<file path="config.mk">
export PLATFORM = sky130hd
export DESIGN_NAME = fsrep_top
export DESIGN_NICKNAME = d
export VERILOG_FILES = /design/src/rtl/fsrep_pkg.sv /design/src/rtl/fsrep_top.sv /design/src/rtl/fsrep_regs.sv
export SDC_FILE = /design/constraint.sdc
export NUM_CORES = 1
export LEC_CHECK = 0
export BUFFER_PORTS_ARGS = -buffer_cell sky130_fd_sc_hd__buf_2
export CORE_ASPECT_RATIO = 1.2
export CORE_MARGIN = 2
export CORE_UTILIZATION = 30
export DETAILED_ROUTE_END_ITERATION = 12
export GPL_TIMING_DRIVEN = 0
export PLACE_DENSITY_LB_ADDON = 0.1
export SYNTH_ARGS = -nofsm -noshare
export SYNTH_HDL_FRONTEND = slang
export SYNTH_SLANG_ARGS = --single-unit
</file>
<file path="constraint.sdc">
create_clock -name CLK_IN -period 2.8 [get_ports CLK_IN]
set_input_delay 0.56 -clock CLK_IN [delete_from_list [all_inputs] [get_ports CLK_IN]]
set_output_delay 0.56 -clock CLK_IN [all_outputs]
set_load 0.05 [all_outputs]
</file>
<file path="src/rtl/fsrep_pkg.sv">
// package of constants and carriers for the flash write status reporter
// assumes one 250 MHz clock shared with the flash core and the register bus
package fsrep_pkg;

	// ----------------------------------------
	// timing
	// ----------------------------------------
	localparam int unsigned CLK_MHZ       = 250;
	localparam int unsigned US_PER_MS     = 1000;
	localparam int unsigned PROT_ERASE_US = 100;
	localparam int unsigned PROT_PROG_MS  = 1;
	localparam int unsigned ERASE_TMO_US  = 50;
	localparam int unsigned PROT_ERASE_CYC = PROT_ERASE_US * CLK_MHZ;
	localparam int unsigned PROT_PROG_CYC  = PROT_PROG_MS * US_PER_MS * CLK_MHZ;
	localparam int unsigned ERASE_TMO_CYC  = ERASE_TMO_US * CLK_MHZ;
	localparam int unsigned CNT_W          = 20;
	localparam logic [1:0]  WAIT_ONE_CYC   = 2'h1;
	localparam logic [1:0]  WAIT_TWO_CYC   = 2'h2;
	localparam logic [5:0]  BURST_BOUND    = 6'h3F;

	// ----------------------------------------
	// status byte layout and commands
	// ----------------------------------------
	localparam int unsigned BIT_POLL  = 7;
	localparam int unsigned BIT_TOG1  = 6;
	localparam int unsigned BIT_TMO   = 5;
	localparam int unsigned BIT_TIMER = 3;
	localparam int unsigned BIT_TOG2  = 2;
	localparam logic [7:0]  RESET_DATA = 8'hF0;

	// ----------------------------------------
	// register map
	// ----------------------------------------
	localparam int unsigned AXI_AW       = 8;
	localparam logic [7:0]  OFF_CTRL     = 8'h00;
	localparam logic [7:0]  OFF_STAT     = 8'h04;
	localparam int unsigned CTRL_WAIT2   = 0;
	localparam logic [31:0] CTRL_RST     = 32'h0000_0000;
	localparam logic [1:0]  RESP_OKAY    = 2'h0;
	localparam logic [1:0]  RESP_SLVERR  = 2'h2;

	typedef enum logic [2:0] {
		CMD_NONE, CMD_PROG, CMD_SECT_ERASE, CMD_CHIP_ERASE,
		CMD_SUSPEND, CMD_RESUME, CMD_RESET
	} fsrep_cmd_t;

	typedef enum logic [3:0] {
		ST_READ, ST_PROG, ST_ETMO, ST_ERASE, ST_PROT,
		ST_SUSP, ST_SPROG, ST_FAIL, ST_LAST
	} fsrep_state_t;

	// ----------------------------------------
	// carriers
	// ----------------------------------------
	typedef struct packed {
		logic       valid;
		fsrep_cmd_t code;
		logic [7:0] data;
		logic       prot;
		logic       bit7;
	} fsrep_cmd_in_t;

	typedef struct packed {
		logic done;
		logic pulse_limit;
		logic over_zero;
	} fsrep_core_t;

	typedef struct packed {
		logic       valid;
		logic       in_bank;
		logic       sel;
		logic [7:0] array;
	} fsrep_read_t;

	typedef struct packed {
		logic       active;
		logic       start;
		logic       word;
		logic [5:0] addr;
	} fsrep_burst_t;

	typedef struct packed {
		logic              awvalid;
		logic [AXI_AW-1:0] awaddr;
		logic              wvalid;
		logic [31:0]       wdata;
		logic [3:0]        wstrb;
		logic              bready;
		logic              arvalid;
		logic [AXI_AW-1:0] araddr;
		logic              rready;
	} fsrep_axi_req_t;

	typedef struct packed {
		logic        awready;
		logic        wready;
		logic        bvalid;
		logic [1:0]  bresp;
		logic        arready;
		logic        rvalid;
		logic [31:0] rdata;
		logic [1:0]  rresp;
	} fsrep_axi_rsp_t;

endpackage

</file>
<file path="src/rtl/fsrep_top.sv">
// status reporting of one flash bank: status byte on reads, burst wait output
// assumes decoded command strokes and core events, all synchronous to CLK_IN
//
// Added by the designer: register access over AXI4-Lite and the placing of the registers.

module fsrep_top #(
	parameter int unsigned PROT_ERASE_CYC = fsrep_pkg::PROT_ERASE_CYC,
	parameter int unsigned PROT_PROG_CYC  = fsrep_pkg::PROT_PROG_CYC,
	parameter int unsigned ERASE_TMO_CYC  = fsrep_pkg::ERASE_TMO_CYC
) (
	input  wire logic                      CLK_IN,
	input  wire logic                      RESETN_IN,
	input  wire fsrep_pkg::fsrep_cmd_in_t  CMD_IN,
	input  wire fsrep_pkg::fsrep_core_t    CORE_IN,
	input  wire fsrep_pkg::fsrep_read_t    READ_IN,
	input  wire fsrep_pkg::fsrep_burst_t   BURST_IN,
	input  wire fsrep_pkg::fsrep_axi_req_t AXI_REQ_IN,
	output fsrep_pkg::fsrep_axi_rsp_t      AXI_RSP_OUT,
	output logic [7:0]                     DQ_OUT,
	output logic                           WAIT_N_OUT,
	output logic                           BUSY_OUT
);

	typedef struct packed {
		fsrep_pkg::fsrep_state_t       st;
		logic                          erase_op;
		logic                          chip;
		logic                          susp_fail;
		logic                          halted;
		logic                          estart;
		logic                          cpl;
		logic                          tog1;
		logic                          tog2;
		logic [fsrep_pkg::CNT_W-1:0]   cnt;
		logic [1:0]                    wcnt;
		logic [7:0]                    dq;
		logic                          wait_n;
		logic                          busy;
	} fsrep_top_t;

	fsrep_top_t cur_ff;
	fsrep_top_t nxt_top;
	logic       wait2;
	logic       cmd_is;
	logic       rd_bank;
	logic       rst_cmd;
	logic       show_stat;
	logic [7:0] stat_byte;
	logic [31:0] stat_word;

	// ----------------------------------------
	// register slave
	// ----------------------------------------
	assign stat_word = {24'h00_0000, cur_ff.estart, cur_ff.halted, cur_ff.susp_fail, cur_ff.busy,
		cur_ff.st};

	fsrep_regs u_regs (
		.clk_in    (CLK_IN),
		.resetn_in (RESETN_IN),
		.req_in    (AXI_REQ_IN),
		.stat_in   (stat_word),
		.wait2_out (wait2),
		.rsp_out   (AXI_RSP_OUT)
	);

	// ----------------------------------------
	// sequencer and status byte
	// ----------------------------------------
	assign cmd_is  = CMD_IN.valid;
	assign rd_bank = READ_IN.valid && READ_IN.in_bank;
	assign rst_cmd = CMD_IN.valid && CMD_IN.data == fsrep_pkg::RESET_DATA;

	always_comb begin
		nxt_top = cur_ff;
		if (cur_ff.cnt != '0) begin
			nxt_top.cnt = cur_ff.cnt - 1'b1;
		end
		case (cur_ff.st)
			fsrep_pkg::ST_READ: begin
				nxt_top.estart    = 1'b0;
				nxt_top.halted    = 1'b0;
				nxt_top.susp_fail = 1'b0;
				nxt_top.chip      = 1'b0;
				if (cmd_is && CMD_IN.code == fsrep_pkg::CMD_PROG) begin
					nxt_top.erase_op = 1'b0;
					nxt_top.cpl      = !CMD_IN.bit7;
					if (CMD_IN.prot) begin
						nxt_top.st  = fsrep_pkg::ST_PROT;
						nxt_top.cnt = fsrep_pkg::CNT_W'(PROT_PROG_CYC);
					end else begin
						nxt_top.st = fsrep_pkg::ST_PROG;
					end
				end else if (cmd_is && (CMD_IN.code == fsrep_pkg::CMD_SECT_ERASE
					|| CMD_IN.code == fsrep_pkg::CMD_CHIP_ERASE)) begin
					nxt_top.erase_op = 1'b1;
					nxt_top.cpl      = 1'b0;
					if (CMD_IN.prot) begin
						nxt_top.st  = fsrep_pkg::ST_PROT;
						nxt_top.cnt = fsrep_pkg::CNT_W'(PROT_ERASE_CYC);
					end else if (CMD_IN.code == fsrep_pkg::CMD_CHIP_ERASE) begin
						nxt_top.st     = fsrep_pkg::ST_ERASE;
						nxt_top.chip   = 1'b1;
						nxt_top.estart = 1'b1;
					end else begin
						nxt_top.st  = fsrep_pkg::ST_ETMO;
						nxt_top.cnt = fsrep_pkg::CNT_W'(ERASE_TMO_CYC);
					end
				end
			end
			fsrep_pkg::ST_ETMO: begin
				if (cmd_is && CMD_IN.code == fsrep_pkg::CMD_SECT_ERASE) begin
					nxt_top.cnt = fsrep_pkg::CNT_W'(ERASE_TMO_CYC);
				end else if (cmd_is && CMD_IN.code == fsrep_pkg::CMD_SUSPEND) begin
					nxt_top.st     = fsrep_pkg::ST_SUSP;
					nxt_top.estart = 1'b1;
				end else if (cur_ff.cnt == '0) begin
					nxt_top.st     = fsrep_pkg::ST_ERASE;
					nxt_top.estart = 1'b1;
				end
			end
			fsrep_pkg::ST_ERASE: begin
				if (CORE_IN.pulse_limit) begin
					nxt_top.st = fsrep_pkg::ST_FAIL;
				end else if (CORE_IN.done) begin
					nxt_top.st = fsrep_pkg::ST_LAST;
				end else if (cmd_is && CMD_IN.code == fsrep_pkg::CMD_SUSPEND && !cur_ff.chip) begin
					nxt_top.st = fsrep_pkg::ST_SUSP;
				end
			end
			fsrep_pkg::ST_SUSP: begin
				if (cmd_is && CMD_IN.code == fsrep_pkg::CMD_RESUME) begin
					nxt_top.st  = fsrep_pkg::ST_ERASE;
					nxt_top.cpl = 1'b0;
				end else if (cmd_is && CMD_IN.code == fsrep_pkg::CMD_PROG) begin
					nxt_top.st  = fsrep_pkg::ST_SPROG;
					nxt_top.cpl = !CMD_IN.bit7;
				end
			end
			fsrep_pkg::ST_PROG, fsrep_pkg::ST_SPROG: begin
				if (CORE_IN.over_zero) begin
					nxt_top.halted = 1'b1;
				end
				if (CORE_IN.pulse_limit) begin
					nxt_top.st        = fsrep_pkg::ST_FAIL;
					nxt_top.susp_fail = cur_ff.st == fsrep_pkg::ST_SPROG;
				end else if (CORE_IN.done && !cur_ff.halted) begin
					nxt_top.st = (cur_ff.st == fsrep_pkg::ST_SPROG) ? fsrep_pkg::ST_SUSP
						: fsrep_pkg::ST_LAST;
				end
			end
			fsrep_pkg::ST_PROT: begin
				if (cur_ff.cnt == '0) begin
					nxt_top.st = fsrep_pkg::ST_READ;
				end
			end
			fsrep_pkg::ST_FAIL: begin
				if (rst_cmd) begin
					nxt_top.st     = cur_ff.susp_fail ? fsrep_pkg::ST_SUSP : fsrep_pkg::ST_READ;
					nxt_top.halted = 1'b0;
				end
			end
			fsrep_pkg::ST_LAST: begin
				if (rd_bank) begin
					nxt_top.st = fsrep_pkg::ST_READ;
				end
			end
			default: nxt_top.st = fsrep_pkg::ST_READ;
		endcase

		// toggle bit one advances on bank reads while busy outside suspend; bit two on selected-sector reads in erase time-out, erase or suspend
		if (rd_bank && cur_ff.st != fsrep_pkg::ST_READ && cur_ff.st != fsrep_pkg::ST_SUSP) begin
			nxt_top.tog1 = !cur_ff.tog1;
		end
		if (rd_bank && READ_IN.sel && (cur_ff.st == fsrep_pkg::ST_ETMO
			|| cur_ff.st == fsrep_pkg::ST_ERASE || cur_ff.st == fsrep_pkg::ST_SUSP)) begin
			nxt_top.tog2 = !cur_ff.tog2;
		end

		stat_byte = 8'h00;
		stat_byte[fsrep_pkg::BIT_POLL]  = (cur_ff.st == fsrep_pkg::ST_SUSP) ? 1'b1 : cur_ff.cpl;
		stat_byte[fsrep_pkg::BIT_TOG1]  = nxt_top.tog1;
		stat_byte[fsrep_pkg::BIT_TMO]   = cur_ff.st == fsrep_pkg::ST_FAIL;
		stat_byte[fsrep_pkg::BIT_TIMER] = cur_ff.estart;
		stat_byte[fsrep_pkg::BIT_TOG2]  = nxt_top.tog2;
		if (cur_ff.st == fsrep_pkg::ST_LAST) begin
			stat_byte[fsrep_pkg::BIT_POLL] = !cur_ff.cpl;
		end
		show_stat = cur_ff.st != fsrep_pkg::ST_READ
			&& !(cur_ff.st == fsrep_pkg::ST_SUSP && !READ_IN.sel);
		if (READ_IN.valid) begin
			nxt_top.dq = (READ_IN.in_bank && show_stat) ? stat_byte : READ_IN.array;
		end
		nxt_top.busy = nxt_top.st != fsrep_pkg::ST_READ;

		// burst wait: reload at initial access and at each 64-word boundary
		if (!BURST_IN.active) begin
			nxt_top.wcnt = 2'h0;
		end else if (BURST_IN.start || (BURST_IN.word && BURST_IN.addr == fsrep_pkg::BURST_BOUND)) begin
			nxt_top.wcnt = wait2 ? fsrep_pkg::WAIT_TWO_CYC : fsrep_pkg::WAIT_ONE_CYC;
		end else if (cur_ff.wcnt != 2'h0) begin
			nxt_top.wcnt = cur_ff.wcnt - 2'h1;
		end
		nxt_top.wait_n = !(BURST_IN.active && nxt_top.wcnt != 2'h0);
	end

	always_ff @(posedge CLK_IN or negedge RESETN_IN) begin
		if (!RESETN_IN) begin
			cur_ff        <= '0;
			cur_ff.st     <= fsrep_pkg::ST_READ;
			cur_ff.wait_n <= 1'b1;
		end else begin
			cur_ff <= nxt_top;
		end
	end

	assign DQ_OUT     = cur_ff.dq;
	assign WAIT_N_OUT = cur_ff.wait_n;
	assign BUSY_OUT   = cur_ff.busy;

	// ----------------------------------------
	// checks
	// ----------------------------------------
	chk_prot_hold_end: assert property (@(posedge CLK_IN) disable iff (!RESETN_IN)
		cur_ff.st == fsrep_pkg::ST_PROT && cur_ff.cnt == '0 |=> cur_ff.st == fsrep_pkg::ST_READ)
		else $error("protected hold did not end in read mode");

	chk_toggle_on_read: assert property (@(posedge CLK_IN) disable iff (!RESETN_IN)
		rd_bank && cur_ff.st == fsrep_pkg::ST_PROG |=> DQ_OUT[fsrep_pkg::BIT_TOG1] != $past(cur_ff.tog1))
		else $error("toggle bit one did not invert on busy read");

	chk_suspend_toggle_still: assert property (@(posedge CLK_IN) disable iff (!RESETN_IN)
		cur_ff.st == fsrep_pkg::ST_SUSP ##1 cur_ff.st == fsrep_pkg::ST_SUSP |-> $stable(cur_ff.tog1))
		else $error("toggle bit one moved in erase suspend");

	chk_prog_tog2_still: assert property (@(posedge CLK_IN) disable iff (!RESETN_IN)
		cur_ff.st == fsrep_pkg::ST_PROG |=> $stable(cur_ff.tog2))
		else $error("toggle bit two moved while programming");

	chk_suspend_array: assert property (@(posedge CLK_IN) disable iff (!RESETN_IN)
		rd_bank && cur_ff.st == fsrep_pkg::ST_SUSP && !READ_IN.sel |=> DQ_OUT == $past(READ_IN.array))
		else $error("suspend read of unselected sector gave status");

	chk_fail_timeout_bit: assert property (@(posedge CLK_IN) disable iff (!RESETN_IN)
		cur_ff.st == fsrep_pkg::ST_PROG && CORE_IN.pulse_limit ##1 !rst_cmd ##1 rd_bank
		|=> DQ_OUT[fsrep_pkg::BIT_TMO])
		else $error("timeout bit not shown after pulse limit");

	chk_timer_bit_low: assert property (@(posedge CLK_IN) disable iff (!RESETN_IN)
		rd_bank && cur_ff.st == fsrep_pkg::ST_ETMO |=> !DQ_OUT[fsrep_pkg::BIT_TIMER])
		else $error("timer bit high during erase time-out");

	chk_last_read_ends: assert property (@(posedge CLK_IN) disable iff (!RESETN_IN)
		rd_bank && cur_ff.st == fsrep_pkg::ST_LAST |=> cur_ff.st == fsrep_pkg::ST_READ ##0
		DQ_OUT[fsrep_pkg::BIT_POLL] == !$past(cur_ff.cpl))
		else $error("final status read did not show true bit seven");

	chk_reset_after_fail: assert property (@(posedge CLK_IN) disable iff (!RESETN_IN)
		cur_ff.st == fsrep_pkg::ST_FAIL && rst_cmd |=> cur_ff.st == ($past(cur_ff.susp_fail)
		? fsrep_pkg::ST_SUSP : fsrep_pkg::ST_READ))
		else $error("reset after failure went to wrong mode");

	chk_burst_wait_low: assert property (@(posedge CLK_IN) disable iff (!RESETN_IN)
		BURST_IN.active && BURST_IN.start |=> !WAIT_N_OUT)
		else $error("wait output not low at initial burst access");

	chk_wait_two_low: assert property (@(posedge CLK_IN) disable iff (!RESETN_IN)
		BURST_IN.active && BURST_IN.start && wait2 ##1 BURST_IN.active |=> !WAIT_N_OUT)
		else $error("wait output not low for second clock");

	chk_erase_timer_high: assert property (@(posedge CLK_IN) disable iff (!RESETN_IN)
		rd_bank && cur_ff.st == fsrep_pkg::ST_ERASE |=> DQ_OUT[fsrep_pkg::BIT_TIMER])
		else $error("timer bit low while erasing");

	chk_erase_cmd_ignored: assert property (@(posedge CLK_IN) disable iff (!RESETN_IN)
		cur_ff.st == fsrep_pkg::ST_ERASE && cmd_is && !CORE_IN.done && !CORE_IN.pulse_limit
		&& (CMD_IN.code != fsrep_pkg::CMD_SUSPEND || cur_ff.chip) |=> cur_ff.st == fsrep_pkg::ST_ERASE)
		else $error("command honoured during erase");

	chk_sprog_toggle: assert property (@(posedge CLK_IN) disable iff (!RESETN_IN)
		rd_bank && cur_ff.st == fsrep_pkg::ST_SPROG |=> DQ_OUT[fsrep_pkg::BIT_TOG1] != $past(cur_ff.tog1))
		else $error("toggle bit one still during suspended program");

endmodule

</file>
<file path="src/rtl/fsrep_regs.sv">
// axi4-lite register slave of the status reporter: control and status words
// assumes a master that keeps one write and one read outstanding at most
module fsrep_regs (
	input  wire logic                     clk_in,
	input  wire logic                     resetn_in,
	input  wire fsrep_pkg::fsrep_axi_req_t req_in,
	input  wire logic [31:0]              stat_in,
	output logic                          wait2_out,
	output fsrep_pkg::fsrep_axi_rsp_t     rsp_out
);

	typedef struct packed {
		logic                          aw_held;
		logic [fsrep_pkg::AXI_AW-1:0]  aw_addr;
		logic                          w_held;
		logic [31:0]                   w_data;
		logic [3:0]                    w_strb;
		logic [31:0]                   ctrl;
		fsrep_pkg::fsrep_axi_rsp_t     rsp;
	} fsrep_regs_t;

	fsrep_regs_t cur_ff;
	fsrep_regs_t nxt_regs;

	// ----------------------------------------
	// write and read channels
	// ----------------------------------------
	always_comb begin
		nxt_regs = cur_ff;
		if (req_in.awvalid && cur_ff.rsp.awready) begin
			nxt_regs.aw_held = 1'b1;
			nxt_regs.aw_addr = req_in.awaddr;
		end
		if (req_in.wvalid && cur_ff.rsp.wready) begin
			nxt_regs.w_held = 1'b1;
			nxt_regs.w_data = req_in.wdata;
			nxt_regs.w_strb = req_in.wstrb;
		end
		if (cur_ff.rsp.bvalid && req_in.bready) begin
			nxt_regs.rsp.bvalid = 1'b0;
		end
		if (cur_ff.aw_held && cur_ff.w_held && !cur_ff.rsp.bvalid) begin
			nxt_regs.aw_held    = 1'b0;
			nxt_regs.w_held     = 1'b0;
			nxt_regs.rsp.bvalid = 1'b1;
			nxt_regs.rsp.bresp  = fsrep_pkg::RESP_SLVERR;
			if (cur_ff.aw_addr == fsrep_pkg::OFF_CTRL) begin
				nxt_regs.rsp.bresp = fsrep_pkg::RESP_OKAY;
				if (cur_ff.w_strb[0]) begin
					nxt_regs.ctrl[7:0] = cur_ff.w_data[7:0];
				end
			end else if (cur_ff.aw_addr == fsrep_pkg::OFF_STAT) begin
				nxt_regs.rsp.bresp = fsrep_pkg::RESP_OKAY;
			end
		end
		nxt_regs.rsp.awready = !nxt_regs.aw_held && !nxt_regs.rsp.bvalid;
		nxt_regs.rsp.wready  = !nxt_regs.w_held && !nxt_regs.rsp.bvalid;
		if (cur_ff.rsp.rvalid && req_in.rready) begin
			nxt_regs.rsp.rvalid = 1'b0;
		end
		if (req_in.arvalid && cur_ff.rsp.arready) begin
			nxt_regs.rsp.rvalid = 1'b1;
			nxt_regs.rsp.rresp  = fsrep_pkg::RESP_OKAY;
			case (req_in.araddr)
				fsrep_pkg::OFF_CTRL: nxt_regs.rsp.rdata = cur_ff.ctrl;
				fsrep_pkg::OFF_STAT: nxt_regs.rsp.rdata = stat_in;
				default: begin
					nxt_regs.rsp.rdata = 32'h0000_0000;
					nxt_regs.rsp.rresp = fsrep_pkg::RESP_SLVERR;
				end
			endcase
		end
		nxt_regs.rsp.arready = !nxt_regs.rsp.rvalid;
	end

	always_ff @(posedge clk_in or negedge resetn_in) begin
		if (!resetn_in) begin
			cur_ff         <= '0;
			cur_ff.ctrl    <= fsrep_pkg::CTRL_RST;
		end else begin
			cur_ff <= nxt_regs;
		end
	end

	assign rsp_out   = cur_ff.rsp;
	assign wait2_out = cur_ff.ctrl[fsrep_pkg::CTRL_WAIT2];

	chk_unmapped_read: assert property (@(posedge clk_in) disable iff (!resetn_in)
		req_in.arvalid && cur_ff.rsp.arready && req_in.araddr != fsrep_pkg::OFF_CTRL
		&& req_in.araddr != fsrep_pkg::OFF_STAT |=> rsp_out.rvalid && rsp_out.rresp == fsrep_pkg::RESP_SLVERR)
		else $error("unmapped read not answered with slverr");

endmodule

</file>
==> run_results.csv, run 1 <==
group,metric,value,unit
timing,timing_hold_violations_final,0,
synthesis,async_reset_ff_share,100,%
timing,rsz0062_at_grt,"no",
timing,slew_viol_final,0,
grt,grt_overflow,0,
layout,seqCellArea,0.00213,mm²
worst_setup_path,path_cells,"inv_1 -> ha_1 -> nor4b_1 -> and4_1 -> clkbuf_1 -> nand4b_1 -> o21ai_0 -> a31oi_1",
worst_setup_path,cpPeakStageDelay,540,ps
cts,cts-root-buf,"clkbuf_16",
synthesis,ys_types,68,
worst_setup_path,crit_path_start_kind,"flip-flop",
timing,relSlewSlack,31.0,%
cts,cts.clk_slew.worst_paths,70,ps
floorplan,core,0.0156,mm²
timing,setup_violations,0,
timing,finalCritPeriodShare,87.4,%
place,place_hpwl,8940,µm
route,vias_per_cell,4.68,
synthesis,synth_edf_count,0,
cts,cts_tree,"done",
timing,skew,8.97,ps
grt,antenna_found_initial,0,
floorplan,die_w,119,µm
floorplan,die_area,0.0169,mm²
worst_setup_path,path_class,"flip-flop to flip-flop",
grt,grt_pass1_wl,19200,µm
outcome,outcome,"finished, final reports clean",
job,maxCapViolations,0,
cts,clockBufferDepth,2,
synthesis,ys_ff_latch,85,
cts,worstSkewPairLatency,340,ps
cts,post_cts_buffers,0,
place,gp_congestion,0.818,
worst_setup_path,critical_path_buf_inv_count,2,
grt,grt_usage,14.2,%
power_and_ir_drop,p_leak,2.74,nW
worst_setup_path,crit_fanout,7,
synthesis,synthCells,474,
route,wl_per_cell,14.5,µm
synthesis,syn_area,0.00477,mm²
floorplan,pin_count,147,
worst_setup_path,critPathRequiredTime,3060,ps
cts,ctsHoldBuffers,0,
place,portBuffers,90,
worst_hold_path,worst_hold_path_type,"input port to asynchronous set/reset pin",
timing,whs,121,ps
layout,fin_nets,699,
synthesis,synth_warnings,0,
route,drc,0,
power_and_ir_drop,vdd_drop_max,0.000292,V
grt,grt_max_degree,63,
power_and_ir_drop,power_density,879,mW/mm²
timing,finalCriticalPeriod,2450,ps
layout,area_growth_syn_to_layout,23.3,%
route,drtIter0Drc,157,
grt,grt_pass1_vias,3798,
layout,antenna-diode-count,0,
worst_setup_path,critPathTopFamily,"simple AND/OR/NAND/NOR gates",
route,vias,3809,
timing,worst_slew_pin_slew,1030,ps
worst_setup_path,crit_path_end_kind,"flip-flop",
cts,cts_resized,0,
route,drt_wl_total,11800,µm
worst_setup_path,arrival,2700,ps
route,dr.pass1.iters,4,
floorplan,die_h,142,µm
synthesis,synth_ff_type,"dfrtp_1",
layout,fillers,1591,
worst_setup_path,critPathSlowestCell,"nor4b_1",
synthesis,ys_seq_area_share,44.6,%
floorplan,start_util,30.6,%
floorplan,row_count,50,
timing,max_freq,0.409,GHz
timing,setup_tns,0,ps
cts,numCtsBuffers,9,
cts,clock_sinks,85,
synthesis,avgSynthCellArea,10.1,µm²
route,ant_nets,0,
cts,cts_max_level,3,
layout,multiInputGateArea,0.00225,mm²
layout,drive_gt1_share,33.0,%
## cell usage after synthesis, types with 8 or more instances
cell	number	share of area (%)
nor2_1	27	2.1
nor4_1	10	1.3
mux2i_1	11	2.3
a21oi_1	19	2.0
buf_4	49	7.7
o21ai_0	26	2.7
nor2b_1	16	2.1
nand4_1	9	1.2
nand2b_1	8	1.0
inv_1	14	1.1
clkbuf_1	10	0.79
nand2_1	28	2.2
dfrtp_1	84	44
mux2_2	31	7.3
nand3_1	15	1.6
xor2_1	9	1.7
## registers in the layout, summed over array words and instances, names as in the netlist
signal and cells:
u_regs.cur_ff 26, cur_ff 33, u_regs.wait2_out 1, BUSY_OUT 1, DQ_OUT 8, WAIT_N_OUT 1, u_regs.rsp_out 15
## worst register-to-register path, cell delays in order (launching register included)
cell and delay [ps]:
dfrtp_1 410, inv_1 120, ha_1 160, nor4b_1 540, and4_1 290, clkbuf_1 290
nand4b_1 260, o21ai_0 120, a31oi_1 180
## cells in the final DEF (no fill, tap or decap), drive strengths merged, types with 3 or more instances in the layout
| cell | n |
|---|---|
| nand3b | 5 |
| and2 | 4 |
| nor3 | 8 |
| nand2 | 28 |
| or3 | 8 |
| xor2 | 9 |
| buf | 146 |
| nor2b | 16 |
| dfrtp | 84 |
| nor4b | 5 |
| mux2 | 31 |
| nand3 | 16 |
| a21oi | 19 |
| nand2b | 8 |
| nor2 | 28 |
| clkbuf | 21 |
| nand4b | 7 |
| clkinv | 3 |
| a32oi | 3 |
| or4 | 7 |
| mux2i | 11 |
| inv | 16 |
| conb | 26 |
| nand4 | 9 |
| xnor2 | 5 |
| o211ai | 4 |
| nor4 | 12 |
| o21ai | 26 |
## worst paths after layout
kind / start / to / slack (ps) / cells past startpoint
worst max-delay path: cur_ff[12] / cur_ff[26] / 350 / 8
max in group asynchronous: RESETN_IN / cur_ff[19] / 2060 / 2
worst min register to register: cur_ff[33] / cur_ff[33] / 460 / 1
min in group CLK_IN: AXI_REQ_IN[0] / u_regs.rsp_out[34] / 440 / 2
worst max register to register: cur_ff[12] / cur_ff[26] / 350 / 8
worst min-delay path: RESETN_IN / cur_ff[10] / 120 / 1
## through the flow
step	cell area (µm²)	util (%)	setup WS, ps	power, mW	instances
2_1_floorplan	4860	-	757	3.53	499
3_3_place_gp	5570	35.8	331	4.03	797
3_5_place_dp	5600	36.0	350	4.08	798
4_1_cts	5880	37.8	324	5.23	814
5_1_grt	5880	37.8	11.9	5.53	814
6_report	5880	37.8	353	5.17	814
## layout make-up
type / instances / share of cell area [%]
buffer: 65 / 7.34
clock buffer: 11 / 3.96
clock inverter: 5 / 0.745
inverter: 14 / 0.894
multi-input combinational: 335 / 38.3
sequential: 85 / 36.2
tap: 208 / 4.43
timing repair buffer: 91 / 8.17
## cells by family (layout without fill, tap and decap cells)
group / after synthesis / count (layout) / share of synthesized area, %
adder cells (fa/ha/maj): 2 / 2 / 0.525
AND/OR/NAND/NOR: 175 / 175 / 22.2
flip-flops: 85 / 85 / 44.6
buffers and inverters: 79 / 186 / 10.2
multiplexers: 42 / 42 / 9.63
AO/OA/AOI/OAI: 76 / 76 / 10.2
XOR/XNOR: 14 / 14 / 2.57
other: 1 / 26 / 0.0786
## power by group
group,switching (mW),internal [mW],total (mW),leakage [nW]
sequential,0.359,1.66,2.02,1.05
combinational,1.19,0.837,2.02,1.55
clock,0.509,0.613,1.12,0.135
## per-layer routing
| metal | track usage (%) | wire length [µm] |
|---|---|---|
| met1 | 17.1 | 5200 |
| met2 | 25.4 | 5910 |
| met3 | 2.72 | 543 |
| met4 | 4.82 | 169 |
| met5 | 0 | 0 |
No activity file was read; power rests on OpenSTA's default activity.
==> run 2: changes to the inputs <==
--- a/config.mk
+++ b/config.mk
@@ -6,6 +6,8 @@
 export NUM_CORES = 1
 export LEC_CHECK = 0
 export BUFFER_PORTS_ARGS = -buffer_cell sky130_fd_sc_hd__buf_2
+export CELL_PAD_IN_SITES_DETAIL_PLACEMENT = 0
+export CELL_PAD_IN_SITES_GLOBAL_PLACEMENT = 1
 export CORE_ASPECT_RATIO = 1.2
 export CORE_MARGIN = 2
 export CORE_UTILIZATION = 30
==> run_results.csv, run 2 (synthesis results as in run 1) <==
group,metric,value,unit
outcome,outcome,"finished, final reports clean",
cts,worstSkewPairLatency,340,ps
route,dr.pass1.iters,6,
worst_setup_path,path_cells,"inv_1 -> ha_1 -> nor4b_1 -> and4_1 -> clkbuf_1 -> nand4b_1 -> xor2_1 -> nor2_1",
worst_setup_path,critPathSlowestCell,"nor4b_1",
timing,setup_violations,0,
worst_setup_path,crit_path_end_kind,"flip-flop",
place,placed_cell_area,0.00560,mm²
power_and_ir_drop,power_switching,2.05,mW
power_and_ir_drop,power_density,889,mW/mm²
place,dp.cells,798,
route,drc,0,
grt,grt_usage,14.3,%
worst_setup_path,path_class,"flip-flop to flip-flop",
power_and_ir_drop,clockPowerShare,23.3,%
worst_setup_path,critPathRequiredTime,3010,ps
worst_setup_path,cpPeakStageDelay,570,ps
timing,timing_hold_violations_final,0,
worst_setup_path,critPathTopFamily,"simple AND/OR/NAND/NOR gates",
floorplan,core,0.0156,mm²
layout,drive_gt1_share,33.2,%
power_and_ir_drop,comb_power_share,38.2,%
grt,grt_pass1_vias,3752,
layout,antenna-diode-count,0,
route,drt_wl_total,11800,µm
layout,final_cell_mix,"buf_2, dfrtp_1, buf_4",
route,vias_per_cell,4.64,
floorplan,pin_count,147,
layout,largest_register_ffs,33,
worst_hold_path,worst_hold_path_type,"input port to asynchronous set/reset pin",
timing,skew,7.34,ps
timing,finalCriticalPeriod,2480,ps
floorplan,die_w,119,µm
cts,cts.clk_slew.worst_paths,70,ps
timing,finalCritPeriodShare,88.5,%
timing,relSlewSlack,30.2,%
cts,cts_tree,"done",
route,ant_nets,0,
floorplan,die_h,142,µm
timing,worst_slew_pin_slew,1040,ps
timing,max_freq,0.404,GHz
cts,cts_resized,0,
timing,rsz0062_at_grt,"no",
cts,cts_max_level,3,
power_and_ir_drop,sw_frac_of_total,39.0,%
timing,fin_ws,323,ps
layout,fin_cells,814,
place,pre_cts_ws,314,ps
cts,post_cts_buffers,0,
cts,ctsHoldBuffers,0,
timing,slew_viol_final,0,
cts,cts-root-buf,"clkbuf_16",
cts,numCtsBuffers,9,
cts,clock_sinks,85,
power_and_ir_drop,intPower,3.20,mW
route,drtIter0Drc,126,
power_and_ir_drop,p_leak,2.75,nW
cts,clockBufferDepth,2,
floorplan,start_util,30.6,%
layout,fin_nets,699,
layout,area_growth_syn_to_layout,23.8,%
layout,final_common_cell,"buf_2",
job,maxCapViolations,0,
floorplan,row_count,50,
timing,setup_tns,0,ps
power_and_ir_drop,p_seq_share,38.5,%
worst_setup_path,arrival,2680,ps
worst_setup_path,critical_path_buf_inv_count,2,
worst_setup_path,crit_fanout,7,
grt,grt_overflow,0,
grt,antenna_found_initial,0,
place,gp_congestion,0.798,
layout,largest_register,"cur_ff",
place,place_hpwl,9010,µm
grt,grt_max_degree,62,
route,vias,3778,
route,wl_per_cell,14.5,µm
place,portBuffers,90,
layout,fin_area,0.00590,mm²
floorplan,die_area,0.0169,mm²
grt,grt_pass1_wl,19200,µm
worst_setup_path,crit_path_start_kind,"flip-flop",
power_and_ir_drop,vdd_drop_max,0.000294,V
run 2: stage by stage:
| step | util, % | power (mW) | hold WS, ps |
|---|---|---|---|
| after global routing | 37.9 | 5.63 | 145 |
| final | 37.9 | 5.25 | 129 |
| after floorplan | - | 3.53 | 264 |
| after CTS | 37.9 | 5.32 | 142 |
| after detailed placement | 36.0 | 4.07 | 449 |
| after global placement | 35.8 | 4.04 | 450 |
run 2: cell type report:
cell class	instances	area (µm²)
Fill cell	1607	9670
Multi-Input combinational cell	335	2250
Sequential cell	85	2130
Timing Repair Buffer	91	480
Buffer	65	432
Tap cell	208	260
Clock buffer	10	229
Clock inverter	6	71.3
Inverter	14	52.6
run 2: power by group through the flow:
stage | sequential [mW] | combinational (mW) | clock, mW
3_3_place_gp | 2.03 | 2.01 | 0
3_5_place_dp | 2.05 | 2.03 | 0
6_report | 2.02 | 2.01 | 1.22
4_1_cts | 2.03 | 2.03 | 1.26
2_1_floorplan | 1.96 | 1.57 | 0
5_1_grt | 2.09 | 2.22 | 1.32
run 2: path summary, 6_finish.rpt:
check / startpoint / to / slack [ps] / cells after the start
max: cur_ff[12] / cur_ff[22] / 320 / 8
min: RESETN_IN / cur_ff[10] / 130 / 1
max reg2reg: cur_ff[12] / cur_ff[22] / 320 / 8
min reg2reg: cur_ff[33] / cur_ff[33] / 460 / 1
max in group asynchronous: RESETN_IN / cur_ff[20] / 2050 / 2
min in group CLK_IN: AXI_REQ_IN[0] / u_regs.rsp_out[34] / 440 / 2
run 2: layer usage:
layer	vias to the layer above	wire [µm]	global-route usage (%)
met4	0	97	4.45
met1	1794	5230	17.3
li1	1892	-	-
met3	6	440	2.52
met5	-	0	0
met2	86	6020	25.9
==> run 3: changes to the inputs <==
--- a/config.mk
+++ b/config.mk
@@ -10,7 +10,7 @@
 export CELL_PAD_IN_SITES_GLOBAL_PLACEMENT = 1
 export CORE_ASPECT_RATIO = 1.2
 export CORE_MARGIN = 2
-export CORE_UTILIZATION = 30
+export CORE_UTILIZATION = 35
 export DETAILED_ROUTE_END_ITERATION = 12
 export GPL_TIMING_DRIVEN = 0
 export PLACE_DENSITY_LB_ADDON = 0.1
==> run_results.csv, run 3 (synthesis results as in run 1) <==
group,metric,value,unit
outcome,outcome,"finished, final reports clean",
cts,cts-root-buf,"clkbuf_16",
worst_setup_path,critical_path_buf_inv_count,2,
route,wl_per_cell,14.6,µm
worst_setup_path,crit_fanout,7,
floorplan,start_util,35.9,%
timing,max_freq,0.406,GHz
cts,post_cts_buffers,0,
route,vias_per_cell,4.84,
timing,worst_slew_pin_slew,1000,ps
timing,finalCriticalPeriod,2460,ps
route,ant_nets,0,
power_and_ir_drop,p_leak,2.75,nW
grt,grt_pass1_vias,3727,
worst_setup_path,critPathRequiredTime,3060,ps
worst_setup_path,critPathTopFamily,"simple AND/OR/NAND/NOR gates",
timing,relSlewSlack,32.7,%
floorplan,core,0.0133,mm²
cts,cts_tree,"done",
grt,grt_overflow,0,
grt,grt_busiest_layer,"met2",
worst_setup_path,path_cells,"inv_1 -> ha_1 -> nor4b_1 -> and4_1 -> clkbuf_1 -> nand4b_1 -> o21ai_0 -> a31oi_1",
layout,final_cell_mix,"buf_2, dfrtp_1, buf_4",
cts,cts.clk_slew.worst_paths,60,ps
cts,worstSkewPairLatency,350,ps
timing,skew,10.1,ps
power_and_ir_drop,vdd_drop_max,0.000448,V
layout,largest_register_ffs,33,
timing,finalCritPeriodShare,88.0,%
job,maxCapViolations,0,
route,drt_wl_total,11300,µm
timing,setup_tns,0,ps
worst_setup_path,crit_path_start_kind,"flip-flop",
cts,ctsHoldBuffers,0,
grt,met1_usage,19.7,%
cts,cts_resized,0,
cts,clockBufferDepth,2,
layout,multiInputGateArea,0.00225,mm²
grt,grtUsageMet2,27.3,%
worst_setup_path,crit_path_end_kind,"flip-flop",
grt,antenna_found_initial,0,
place,placed_cell_area,0.00555,mm²
cts,numCtsBuffers,9,
worst_setup_path,arrival,2730,ps
route,dr.pass1.iters,4,
floorplan,die_h,132,µm
layout,fillers,1351,
worst_setup_path,reg2reg_setup_slack,340,ps
layout,largest_register,"cur_ff",
grt,grtUsageMet3,2.34,%
floorplan,die_w,111,µm
worst_hold_path,worst_hold_path_type,"input port to asynchronous set/reset pin",
layout,fin_nets,699,
route,drc,0,
timing,rsz0062_at_grt,"no",
cts,clock_sinks,85,
cts,cts_max_level,3,
layout,fin_area,0.00584,mm²
place,place_hpwl,8730,µm
floorplan,row_count,46,
route,drtIter0Drc,110,
timing,timing_hold_violations_final,0,
floorplan,die_area,0.0146,mm²
grt,grt_max_degree,61,
grt,grt_usage,15.8,%
place,gp_congestion,0.870,
layout,drive_gt1_share,33.3,%
worst_setup_path,path_class,"flip-flop to flip-flop",
timing,setup_violations,0,
worst_setup_path,cpPeakStageDelay,550,ps
route,vias,3747,
layout,seqCellArea,0.00213,mm²
layout,final_common_cell,"buf_2",
layout,antenna-diode-count,0,
place,portBuffers,90,
layout,area_growth_syn_to_layout,22.5,%
timing,slew_viol_final,0,
power_and_ir_drop,power_density,890,mW/mm²
floorplan,pin_count,147,
grt,grt_pass1_wl,18700,µm
worst_setup_path,critPathSlowestCell,"nor4b_1",
run 3: cell types whose count changed in the layout (fill, tap and decap cells not counted):
cell        change
clkbuf_1        -1
clkinvlp_4      -1
clkinv_4        -1
bufinv_16       -1
clkbuf_8        +1
inv_6           +3
run 3: worst reg2reg max path: cells and delay by family (launching register included):
| family | cells | cell delay [ps] |
|---|---|---|
| AO/OA/AOI/OAI | 2 | 290 |
| AND/OR/NAND/NOR | 3 | 1110 |
| flip-flops | 1 | 420 |
| adder cells (fa/ha/maj) | 1 | 160 |
| buffers and inverters | 2 | 420 |
run 3: final timing paths:
check / start / to / cells past startpoint
setup / recovery: cur_ff[12] / cur_ff[26] / 8
hold / removal: RESETN_IN / cur_ff[11] / 1
setup reg to reg: cur_ff[12] / cur_ff[26] / 8
hold reg to reg: cur_ff[32] / cur_ff[32] / 1
max in group asynchronous: RESETN_IN / cur_ff[30] / 2
min in group CLK_IN: AXI_REQ_IN[52] / u_regs.cur_ff[114] / 2
run 3: layout make-up:
class	count	area share, %
Multi-Input combinational cell	335	38.5
Sequential cell	85	36.4
Timing Repair Buffer	91	8.22
Buffer	65	7.39
Clock buffer	10	4.09
Tap cell	168	3.60
Inverter	14	0.899
Clock inverter	6	0.878
run 3: power breakdown:
group,total (mW),switching (mW),internal (mW)
clock network,1.17,0.524,0.643
registers,2.02,0.357,1.66
logic,2.01,1.18,0.837
run 3: metal layers:
layer,share of wire [%],vias to the layer above
met5,0,-
met4,1.9,0
met3,3.6,14
met2,51,81
met1,44,1754
li1,-,1898
run 3: metrics by stage:
step                total power, mW  worst slack [ps]  std cells  util [%]  hold WS (ps)
detailed placement             4.07               364        758      41.8           456
CTS                            5.26               328        774      44.0           132
global placement               4.02               371        757      41.5           459
finish                         5.20               336        774      44.0           129
floorplan                      3.53               757        499         -           264
global route                   5.54              54.5        774      44.0           151
